File: src/logic/phf_defines.svh
`ifndef PHF_DEFINES_SVH
`define PHF_DEFINES_SVH
// PHY header field positions
`define PHF_POS_RATE   3
`define PHF_POS_LEN    8
`define PHF_POS_SEED   22
`define PHF_POS_BURST  26
`define PHF_POS_PRE    27
`define PHF_POS_TFC    28
`define PHF_POS_BGLSB  31
// Section lengths in bits, minus one
`define PHF_PHY_END    16'h0027
`define PHF_TAIL6_END  16'h0005
`define PHF_MAC_END    16'h004F
`define PHF_HCS_END    16'h000F
`define PHF_PAR_END    16'h002F
`define PHF_TAIL4_END  16'h0003
// MAC header octets minus the first, check octets
`define PHF_MAC_REST   13'h0009
`define PHF_FCS_OCT    13'h0004
`define PHF_FCS_BITS_M1 16'h001F
// Check word
`define PHF_CRC_INIT   16'hFFFF
`define PHF_CRC_POLY   16'h1021
// Field polynomial low byte and generator coefficients x^5..x^0
`define PHF_GF_POLY    8'h1D
`define PHF_G5         8'h7E
`define PHF_G4         8'h04
`define PHF_G3         8'h9E
`define PHF_G2         8'h3A
`define PHF_G1         8'h31
`define PHF_G0         8'h75
// Scrambler preloads, bit k-1 holds x[-k]
`define PHF_SEED_00    15'h7FFC
`define PHF_SEED_01    15'h7FFE
`define PHF_SEED_10    15'h7FFD
`define PHF_SEED_11    15'h7FFF
`endif

File: src/logic/phf_pkg.sv
`include "phf_defines.svh"
package phf_pkg;
	// Header fields, multi-bit fields except length MSB = first letter (R1, S1, T1)
	typedef struct packed {
		logic [4:0]  rate;
		logic [11:0] length;
		logic [1:0]  seed_id_bits;
		logic        next_in_burst_flag;
		logic        next_preamble_kind;
		logic [2:0]  tx_time_freq_code;
		logic        band_group_low_bit;
	} phf_fields_s;

	typedef logic [5:0][7:0] phf_rs_t;

	typedef enum logic [3:0] {
		ST_IDLE, ST_PHY, ST_T1, ST_MAC, ST_HCS, ST_T2, ST_PAR, ST_T3,
		ST_PAY, ST_PT, ST_PAD
	} phf_state_e;

	function automatic logic [39:0] phf_build_hdr(phf_fields_s f);
		logic [39:0] h;
		h = '0;
		for (int i = 0; i < 5; i++) h[`PHF_POS_RATE + i] = f.rate[4 - i];
		h[`PHF_POS_LEN +: 12] = f.length;
		h[`PHF_POS_SEED]      = f.seed_id_bits[1];
		h[`PHF_POS_SEED + 1]  = f.seed_id_bits[0];
		h[`PHF_POS_BURST]     = f.next_in_burst_flag;
		h[`PHF_POS_PRE]       = f.next_preamble_kind;
		for (int i = 0; i < 3; i++) h[`PHF_POS_TFC + i] = f.tx_time_freq_code[2 - i];
		h[`PHF_POS_BGLSB]     = f.band_group_low_bit;
		return h;
	endfunction : phf_build_hdr

	function automatic logic [7:0] phf_gf_mul(logic [7:0] a, logic [7:0] b);
		logic [7:0] p;
		logic [7:0] s;
		p = 8'h00;
		s = a;
		for (int i = 0; i < 8; i++) begin
			if (b[i]) p = p ^ s;
			s = s[7] ? ({s[6:0], 1'b0} ^ `PHF_GF_POLY) : {s[6:0], 1'b0};
		end
		return p;
	endfunction : phf_gf_mul

	function automatic phf_rs_t phf_rs_step(phf_rs_t r, logic [7:0] m);
		logic [7:0] fb;
		phf_rs_t    n;
		fb   = m ^ r[5];
		n[5] = r[4] ^ phf_gf_mul(fb, `PHF_G5);
		n[4] = r[3] ^ phf_gf_mul(fb, `PHF_G4);
		n[3] = r[2] ^ phf_gf_mul(fb, `PHF_G3);
		n[2] = r[1] ^ phf_gf_mul(fb, `PHF_G2);
		n[1] = r[0] ^ phf_gf_mul(fb, `PHF_G1);
		n[0] = phf_gf_mul(fb, `PHF_G0);
		return n;
	endfunction : phf_rs_step
endpackage : phf_pkg

File: src/logic/phf_framer.sv
`timescale 1ns/1ps
`include "phf_defines.svh"
module phf_framer #(
	parameter int IBP_W = 12
) (
	// Clock and reset
	input  wire logic               clk,
	input  wire logic               rst,
	// Octet stream from the MAC
	input  wire logic               in_valid,
	output logic                    in_ready,
	input  wire logic               in_sof,
	input  wire logic [7:0]         in_data,
	input  wire phf_pkg::phf_fields_s in_fields,
	// Rate configuration
	input  wire logic [IBP_W-1:0]   info_bits_per_six_symbols,
	// Bit stream to the encoder
	output logic                    out_valid,
	input  wire logic               out_ready,
	output logic                    out_bit,
	output logic                    out_hdr,
	output logic                    out_last
);

	if (IBP_W < 6 || IBP_W > 16) begin : g_chk
		$error("IBP_W out of range");
	end

	phf_pkg::phf_state_e  state_q, state_d;
	phf_pkg::phf_fields_s fld_q, fld_d;
	phf_pkg::phf_rs_t     rs_q, rs_d;
	logic [39:0]      hdr_q, hdr_d;
	logic [15:0]      cnt_q, cnt_d;
	logic [15:0]      lim_q, lim_d;
	logic [15:0]      crc_q, crc_d;
	logic [14:0]      scr_q, scr_d;
	logic [14:0]      seed;
	logic [7:0]       byte_q, byte_d;
	logic [7:0]       acc_q, acc_d;
	logic             bvld_q, bvld_d;
	logic [12:0]      left_q, left_d;
	logic [IBP_W-1:0] ibp_q, ibp_d;
	logic [IBP_W-1:0] pos_q, pos_d;
	logic             rdy_q, rdy_d;
	logic             ov_q, ov_d;
	logic             ob_q, ob_d;
	logic             oh_q, oh_d;
	logic             ol_q, ol_d;
	logic             adv, go, obit, last, sec_hdr;
	logic             xs, src, crc_en, crc_in, crc_sh;
	logic             rs_en, scr_en, scr_ld, pos_en, pos_wrap, cnt_end;

	// Preload chosen by the seed id also written into the header
	always_comb begin
		case (fld_q.seed_id_bits)
			2'h0:    seed = `PHF_SEED_00;
			2'h1:    seed = `PHF_SEED_01;
			2'h2:    seed = `PHF_SEED_10;
			default: seed = `PHF_SEED_11;
		endcase
	end

	// Next state of the whole framer
	always_comb begin
		state_d = state_q;
		fld_d   = fld_q;
		hdr_d   = hdr_q;
		cnt_d   = cnt_q;
		lim_d   = lim_q;
		crc_d   = crc_q;
		rs_d    = rs_q;
		scr_d   = scr_q;
		byte_d  = byte_q;
		acc_d   = acc_q;
		bvld_d  = bvld_q;
		left_d  = left_q;
		ibp_d   = ibp_q;
		pos_d   = pos_q;
		ov_d    = ov_q;
		ob_d    = ob_q;
		oh_d    = oh_q;
		ol_d    = ol_q;
		xs      = scr_q[13] ^ scr_q[14];
		src     = byte_q[cnt_q[2:0]];
		adv     = !ov_q || out_ready;
		go      = 1'b0;
		obit    = 1'b0;
		last    = 1'b0;
		sec_hdr = 1'b1;
		crc_en  = 1'b0;
		crc_in  = 1'b0;
		crc_sh  = 1'b0;
		rs_en   = 1'b0;
		scr_en  = 1'b0;
		scr_ld  = 1'b0;
		pos_en  = 1'b0;
		pos_wrap = (pos_q == ibp_q - 1'b1);
		cnt_end = 1'b0;
		case (state_q)
			phf_pkg::ST_IDLE: begin
				if (in_valid && rdy_q && in_sof) begin
					fld_d   = in_fields;
					hdr_d   = phf_pkg::phf_build_hdr(in_fields);
					ibp_d   = info_bits_per_six_symbols;
					byte_d  = in_data;
					bvld_d  = 1'b1;
					crc_d   = `PHF_CRC_INIT;
					rs_d    = '0;
					cnt_d   = '0;
					lim_d   = {1'b0, in_fields.length, 3'h0} + `PHF_FCS_BITS_M1;
					left_d  = (in_fields.length == 12'h000) ? `PHF_MAC_REST :
						`PHF_MAC_REST + {1'b0, in_fields.length} + `PHF_FCS_OCT;
					state_d = phf_pkg::ST_PHY;
				end
			end
			phf_pkg::ST_PHY: begin
				go      = adv;
				obit    = hdr_q[cnt_q[5:0]];
				crc_en  = adv;
				crc_in  = obit;
				rs_en   = adv;
				cnt_end = (cnt_q == `PHF_PHY_END);
			end
			phf_pkg::ST_T1, phf_pkg::ST_T2: begin
				go      = adv;
				cnt_end = (cnt_q == `PHF_TAIL6_END);
				scr_ld  = adv && cnt_end && (state_q == phf_pkg::ST_T1);
			end
			phf_pkg::ST_MAC: begin
				go      = adv && bvld_q;
				obit    = src ^ xs;
				crc_en  = go;
				crc_in  = src;
				rs_en   = go;
				scr_en  = go;
				cnt_end = (cnt_q == `PHF_MAC_END);
			end
			phf_pkg::ST_HCS: begin
				go      = adv;
				obit    = ~crc_q[15] ^ xs;
				crc_sh  = adv;
				rs_en   = adv;
				scr_en  = adv;
				cnt_end = (cnt_q == `PHF_HCS_END);
			end
			phf_pkg::ST_PAR: begin
				go      = adv;
				obit    = rs_q[5][cnt_q[2:0]];
				if (adv && cnt_q[2:0] == 3'h7) begin
					rs_d = {rs_q[4:0], 8'h00};
				end
				cnt_end = (cnt_q == `PHF_PAR_END);
			end
			phf_pkg::ST_T3: begin
				go      = adv;
				cnt_end = (cnt_q == `PHF_TAIL4_END);
				last    = cnt_end && (fld_q.length == 12'h000);
				scr_ld  = adv && cnt_end;
			end
			phf_pkg::ST_PAY: begin
				go      = adv && bvld_q;
				obit    = src ^ xs;
				sec_hdr = 1'b0;
				scr_en  = go;
				pos_en  = go;
				cnt_end = (cnt_q == lim_q);
			end
			phf_pkg::ST_PT: begin
				// Scrambler still steps so the pad keeps its place in the sequence
				go      = adv;
				sec_hdr = 1'b0;
				scr_en  = adv;
				pos_en  = adv;
				cnt_end = (cnt_q == `PHF_TAIL6_END);
				last    = cnt_end && pos_wrap;
			end
			phf_pkg::ST_PAD: begin
				go      = adv;
				obit    = xs;
				sec_hdr = 1'b0;
				scr_en  = adv;
				pos_en  = adv;
				cnt_end = pos_wrap;
				last    = pos_wrap;
			end
			default: state_d = phf_pkg::ST_IDLE;
		endcase

		// Section sequencing
		if (go) begin
			cnt_d = cnt_end ? 16'h0000 : cnt_q + 16'h0001;
			if (cnt_end) begin
				case (state_q)
					phf_pkg::ST_PHY: state_d = phf_pkg::ST_T1;
					phf_pkg::ST_T1:  state_d = phf_pkg::ST_MAC;
					phf_pkg::ST_MAC: state_d = phf_pkg::ST_HCS;
					phf_pkg::ST_HCS: state_d = phf_pkg::ST_T2;
					phf_pkg::ST_T2:  state_d = phf_pkg::ST_PAR;
					phf_pkg::ST_PAR: state_d = phf_pkg::ST_T3;
					phf_pkg::ST_T3:  state_d = last ? phf_pkg::ST_IDLE : phf_pkg::ST_PAY;
					phf_pkg::ST_PAY: state_d = phf_pkg::ST_PT;
					phf_pkg::ST_PT:  state_d = last ? phf_pkg::ST_IDLE : phf_pkg::ST_PAD;
					default:         state_d = phf_pkg::ST_IDLE;
				endcase
			end
			if (state_q inside {phf_pkg::ST_MAC, phf_pkg::ST_PAY} && cnt_q[2:0] == 3'h7) begin
				bvld_d = 1'b0;
			end
		end

		// Check word: feed header bits, then shift out the remainder
		if (crc_en) begin
			crc_d = {crc_q[14:0], 1'b0} ^ ((crc_in ^ crc_q[15]) ? `PHF_CRC_POLY : 16'h0000);
		end else if (crc_sh) begin
			crc_d = {crc_q[14:0], 1'b0};
		end

		// Outer code: gather the sent bit LSB first, update per octet
		if (rs_en) begin
			acc_d[cnt_q[2:0]] = obit;
			if (cnt_q[2:0] == 3'h7) begin
				rs_d = phf_pkg::phf_rs_step(rs_q, acc_d);
			end
		end

		// Scrambler load and step
		if (scr_ld) begin
			scr_d = seed;
		end else if (scr_en) begin
			scr_d = {scr_q[13:0], xs};
		end

		// Position inside the interleaver block
		if (state_q == phf_pkg::ST_T3) begin
			pos_d = '0;
		end else if (pos_en) begin
			pos_d = pos_wrap ? '0 : pos_q + 1'b1;
		end

		// Octet fetch outside idle
		if (in_valid && rdy_q && state_q != phf_pkg::ST_IDLE) begin
			byte_d = in_data;
			bvld_d = 1'b1;
			left_d = left_q - 13'h0001;
		end
		rdy_d = (state_d == phf_pkg::ST_IDLE) || (left_d != 13'h0000 && !bvld_d);

		// Output stage holds while the encoder stalls
		if (adv) begin
			ov_d = go;
			ob_d = obit;
			oh_d = sec_hdr;
			ol_d = last;
		end
	end

	// Registers
	always_ff @(posedge clk or posedge rst) begin
		if (rst) begin
			state_q <= phf_pkg::ST_IDLE;
			fld_q   <= '0;
			hdr_q   <= '0;
			cnt_q   <= '0;
			lim_q   <= '0;
			crc_q   <= `PHF_CRC_INIT;
			rs_q    <= '0;
			scr_q   <= '0;
			byte_q  <= '0;
			acc_q   <= '0;
			bvld_q  <= 1'b0;
			left_q  <= '0;
			ibp_q   <= '0;
			pos_q   <= '0;
			rdy_q   <= 1'b0;
			ov_q    <= 1'b0;
			ob_q    <= 1'b0;
			oh_q    <= 1'b0;
			ol_q    <= 1'b0;
		end else begin
			state_q <= state_d;
			fld_q   <= fld_d;
			hdr_q   <= hdr_d;
			cnt_q   <= cnt_d;
			lim_q   <= lim_d;
			crc_q   <= crc_d;
			rs_q    <= rs_d;
			scr_q   <= scr_d;
			byte_q  <= byte_d;
			acc_q   <= acc_d;
			bvld_q  <= bvld_d;
			left_q  <= left_d;
			ibp_q   <= ibp_d;
			pos_q   <= pos_d;
			rdy_q   <= rdy_d;
			ov_q    <= ov_d;
			ob_q    <= ob_d;
			oh_q    <= oh_d;
			ol_q    <= ol_d;
		end
	end

	assign in_ready  = rdy_q;
	assign out_valid = ov_q;
	assign out_bit   = ob_q;
	assign out_hdr   = oh_q;
	assign out_last  = ol_q;

endmodule : phf_framer

File: config.mk
export PLATFORM = sky130hd
export DESIGN_NAME = phf_framer
export DESIGN_NICKNAME = d
export VERILOG_FILES = /design/src/logic/phf_pkg.sv /design/src/logic/phf_framer.sv
export VERILOG_INCLUDE_DIRS = /design/src /design/src/logic
export SDC_FILE = /design/constraint.sdc
export NUM_CORES = 1
export LEC_CHECK = 0
export BUFFER_PORTS_ARGS = -buffer_cell sky130_fd_sc_hd__buf_2
export CAP_MARGIN = 20
export CORE_ASPECT_RATIO = 2
export CORE_MARGIN = 4
export CORE_UTILIZATION = 26
export DETAILED_ROUTE_END_ITERATION = 10
export RECOVER_POWER = 25
export SYNTH_ARGS = -nofsm -noshare
export SYNTH_HDL_FRONTEND = slang
export SYNTH_SLANG_ARGS = --single-unit
File: constraint.sdc
create_clock -name clk -period 11.12 [get_ports clk]
set_input_delay 2.224 -clock clk [delete_from_list [all_inputs] [get_ports clk]]
set_output_delay 2.224 -clock clk [all_outputs]
set_load 0.005 [all_outputs]
[Word level (Yosys, flattened, before mapping)]
Index checks and enable logic that the tools add are counted.
Operators by class
  bitwise logic cells: 34
  magnitude comparators: 3
  equal/unequal tests: 21
  shift operators: 0
  muxes and demuxes: 101
  reduce and logical (&&, ||, !) cells: 46
  $add $sub $neg: 7
  multipliers: 0
  div/mod/pow operators: 0
Operators by type and width (count)
  8-bit two-way mux: 37
  48-bit two-way mux: 4
  8-bit XOR: 21
  16-bit two-way mux: 8
  48-bit case mux with 2 select lines: 1
  13-bit two-way mux: 5
  12-bit two-way mux: 3
  4-bit case mux with 9 select lines: 1
  5-bit two-way mux: 7
  16-bit by 6-bit equality test with 1-bit output (second input constant): 2
  15-bit two-way mux: 2
  4-bit NOT: 7
  12-bit zero test: 2
  4-bit two-way mux: 5
  15-bit by 5-bit adder with 16-bit output (second input constant): 1
  16-bit by 1-bit adder with 16-bit output (second input constant): 1
  16-bit equality test: 1
  16-bit by 2-bit equality test with 1-bit output (second input constant): 1
  16-bit by 3-bit equality test with 1-bit output (second input constant): 1
  16-bit by 4-bit equality test with 1-bit output (second input constant): 1
  16-bit by 7-bit equality test with 1-bit output (second input constant): 1
  4-bit by 3-bit equality test with 1-bit output (second input constant): 4
  16-bit by 13-bit XOR with 16-bit output: 1
  1-bit case mux with 2 select lines: 7
  other kinds (41): 88
Storage, ports and cells
  memory bits (read-only): 0
  memories kept: 0
  register bits after elaboration: 213
  latch bits: 0
  bits in writable memories: 0
  word-level logic and storage cells: 237
  input port bits: 50

[Longest topological paths before layout]
  word-level depth: 28
  gate-level depth with buffers: 16
  gate-level depth less buffers: 13

[Worst setup path before layout]
Ideal clock, no wire load.
  path kind: in2reg
  start point: input port in_fields[11] (netlist bit)
  end point: register rdy_q, in the netlist in_ready
  path buffers: 1
  data arrival time: 3.889 ns
  stages on the path: 10
  data required time: 10.992 ns
  setup time: 0.128 ns
  path slack: 7.103 ns
  path through: clkbuf_1 or3_1 and2_1 nor3b_1 a21oi_1 nor3b_1 nand3_1 nor4_1 a31o_2 o41ai_1
On the way
  word-level cells in the longest chain between the ends: 9
  elaborated cells between the ends (all ways): 10
  classes of those cells: add/sub (2); mux (4); reduce/logical (4)
RTL lines
  start: declaration: line phf_framer.sv:14  | input wire phf_pkg::phf_fields_s in_fields,
  4-bit by 12-bit adder with 13-bit output (no line)
  13-bit by 3-bit adder with 13-bit output (no line)
  13-bit two-way mux (no line) (*)
  13-bit two-way mux (*): line phf_framer.sv:101  | if (in_valid && rdy_q && in_sof) begin
  13-bit two-way mux (*): line phf_framer.sv:99  | case (state_q)
  13-bit two-way mux (*): line phf_framer.sv:241  | if (in_valid && rdy_q && state_q != phf_pkg::ST_IDLE) begin
  13-bit nonzero test (*): line phf_framer.sv:246  | rdy_d = (state_d == phf_pkg::ST_IDLE) || (left_d != 13'h0000 && !bvld_d);
  1-bit logical AND (*): line phf_framer.sv:246
  1-bit logical OR (*): line phf_framer.sv:246
  net rdy_d: line phf_framer.sv:44  | logic rdy_q, rdy_d;
  end signal: assignment: line phf_framer.sv:294  | rdy_q <= rdy_d;
  end: declaration: line phf_framer.sv:44
The timed path passes the listed nets; every way through them passes the cells marked *.
A chain may end at the register's enable or synchronous reset.

==> results.toml <==
[die]
coreArea_sq_um = 46700
io_pins = 55
die_y_um = 315
initial_core_util_pct = 26.2
rows = 112
dieWidth_um = 161
dieArea_sq_um = 50800

[global_route]
grt_pass1_wl_um = 57200
antenna_found_initial = 0
grt_overflow = 0
grt_max_degree = 120
grt_pass1_vias = 10400
track_usage_pct = 14.4

[cts]
clock-sinks = 197
clock_latency_ns = 0.46
path_clk_slew_ns = 0.08
cts_max_path_buffers = 2
cts_tree = "yes"
cts_hold_buffers = 0
cts_resized = 0
post_cts.repair.setup_buffers = 0
numCtsBuffers = 17
root_buffer = "clkbuf_16"
htree_levels = 4

[route]
wirelength_um = 37000
dr.pass1.iters = 5
drc_errors = 0
vias_per_cell = 5.15
drtIter0Drc = 667
vias = 10500
ant_nets = 0
wl_per_cell_um = 18.2

[timing]
setup_viol = 0
finalMaxSlewViolations = 120
period_share_pct = 54.9
worst_slew_pin_slew_ns = 5.36
finalClockSkew_ns = 0.0162
fin_crit_ns = 6.11
max_slew_margin_pct = -259
rsz0062_at_grt = "false"
hold_violations = 0
fmax_ghz = 0.164
fin_setup_tns_ns = 0

[synthesis]
synth_cells = 1397
yosysWarnings = 0
syn_nets = 1456
ys_ff_latch = 197
synth_commonest_cells = "nand2_1, dfrtp_1, o21ai_0"
ys_top_cells_by_area = "dfrtp_1, nand2_1, o21ai_0"
synth_area_leader_cell = "dfrtp_1"
synth_edf_count = 0
ys.flop_type = "dfrtp_1"
synth_cell_types = 94
syn_avg_cell_area_sq_um = 8.76
synth.top_cell.area_share_pct = 37.0
synth.most_common_cell = "nand2_1"
ys_seq_area_share_pct = 40.4
async_flop_share_pct = 100
netlist_area_sq_um = 12200

[setup_path]
cpPeakStageDelay_ns = 2.94
critPathBufInv = 2
crit_chain = "buf_2 > clkinvlp_2"
critPathSlowestCell = "clkinvlp_2"
critPathArrivalTime_ns = 5.38
cp-end-kind = "asynchronous set/reset pin"
path_class = "in2async"
path_max_fanout = 119
cp-start-kind = "primary input"
path_delay_family = "buffers and inverters"
critPathRequiredTime_ns = 10.39

[pwr]
ir_drop_v = 0.000116
power_mw = 3.62
power_density_nw_per_um2 = 265
power_leakage_nw = 5.95

[min_path]
hp-class = "reg2reg"

[placement]
dp_hpwl_um = 27800
io_buffers = 54
place.gp.congestion = 0.935

[run]
drv_cap = 1

[finish]
nFillCells = 4848
area_delta_synth_final_pct = 11.5
drive_gt1_share_pct = 11.8
antenna-diode-count = 0
final_nets = 1456

[status]
outcome = "complete, but fails checks"
violations = "max-capacitance violations, max-slew violations"
## worst reg2reg max path: cells and delay by family (launching register included)
family / cells / cell delay (ns)
simple gates: 4 / 1.37
flops: 1 / 1.04
mux: 1 / 0.46
xor+xnor: 2 / 0.81
buf+inv: 1 / 0.23
compound gates: 4 / 0.99
## area by class of cell
cell class	count	area (sq um)	area share, %
clock inverters	13	166	1.22
multi-input cells	1088	6800	49.8
flip-flops and latches	197	4950	36.3
well taps	627	785	5.75
repair buffers	71	424	3.11
clock buffers	19	443	3.25
inverters	22	83.8	0.614
## per-stage QoR
step	std cells	utilization [%]	setup WS [ns]	area [sq um]	hold slack (ns)
floorplan	1397	-	3.55	12200	0.433
global placement	2002	27.9	5.79	13000	0.438
detailed placement	2002	27.9	5.70	13000	0.447
CTS	2034	29.2	5.67	13600	0.459
global route	2037	29.2	3.94	13600	0.468
finish	2037	29.2	5.01	13600	0.453
## flip-flops by register name, indices dropped and copies added (netlist names), 4 cells and up
name / flops
scr_q: 15
left_q: 13
ibp_q: 12
acc_q: 8
crc_q: 16
hdr_q: 13
lim_q: 14
pos_q: 12
fld_q: 12
state_q: 4
byte_q: 8
cnt_q: 16
rs_q: 48
## report_power, final
part           internal, mW  leakage, nW  total [mW]  switching (mW)
combinational         0.800         3.17        1.85            1.05
clock                 0.346        0.297       0.650           0.304
sequential            0.893         2.49        1.12           0.231
total                  2.04         5.95        3.62            1.58
## cells in the final DEF, fill, tap and decap left out, drive strengths merged, types with 26 or more instances in the layout
cell | Yosys | final
nor2 | 91 | 91
xnor2 | 67 | 67
a21oi | 67 | 67
buf | 23 | 70
dfrtp | 181 | 181
inv | 22 | 26
nor3 | 46 | 46
nand2 | 231 | 231
and3 | 32 | 32
nand3 | 55 | 55
xor2 | 36 | 36
mux2i | 34 | 34
o21ai | 140 | 140
## final timing paths
kind,start,endpoint,slack (ns),cells past startpoint
min in group asynchronous,rst,left_q[7],3.38,2
hold / removal,crc_q[7],crc_q[8],0.45,2
setup / recovery,rst,cnt_q[2],5.01,2
hold reg to reg,crc_q[7],crc_q[8],0.45,2
max in group clk,cnt_q[2],rs_q[10],6.13,12
setup reg to reg,cnt_q[2],rs_q[10],6.13,12
## kinds of logic (layout without fill, tap and decap cells)
logic type	after synthesis	after routing	share of synthesized area [%]
buf+inv	112	125	4.14
fa+ha+maj	9	9	0.920
flops	197	197	40.4
simple gates	579	579	22.9
mux	47	47	4.08
compound gates	345	345	18.4
xor+xnor	108	108	9.10
## metal layers
metal / up-vias / share of wire [%] / global-route usage (%)
li1: 4943 / - / -
met5: - / 0 / 0
met4: 0 / 9.0 / 11.5
met2: 292 / 56 / 27.7
met1: 5111 / 33 / 13.3
met3: 143 / 2.6 / 2.08
(Power assumes the default switching activity.)
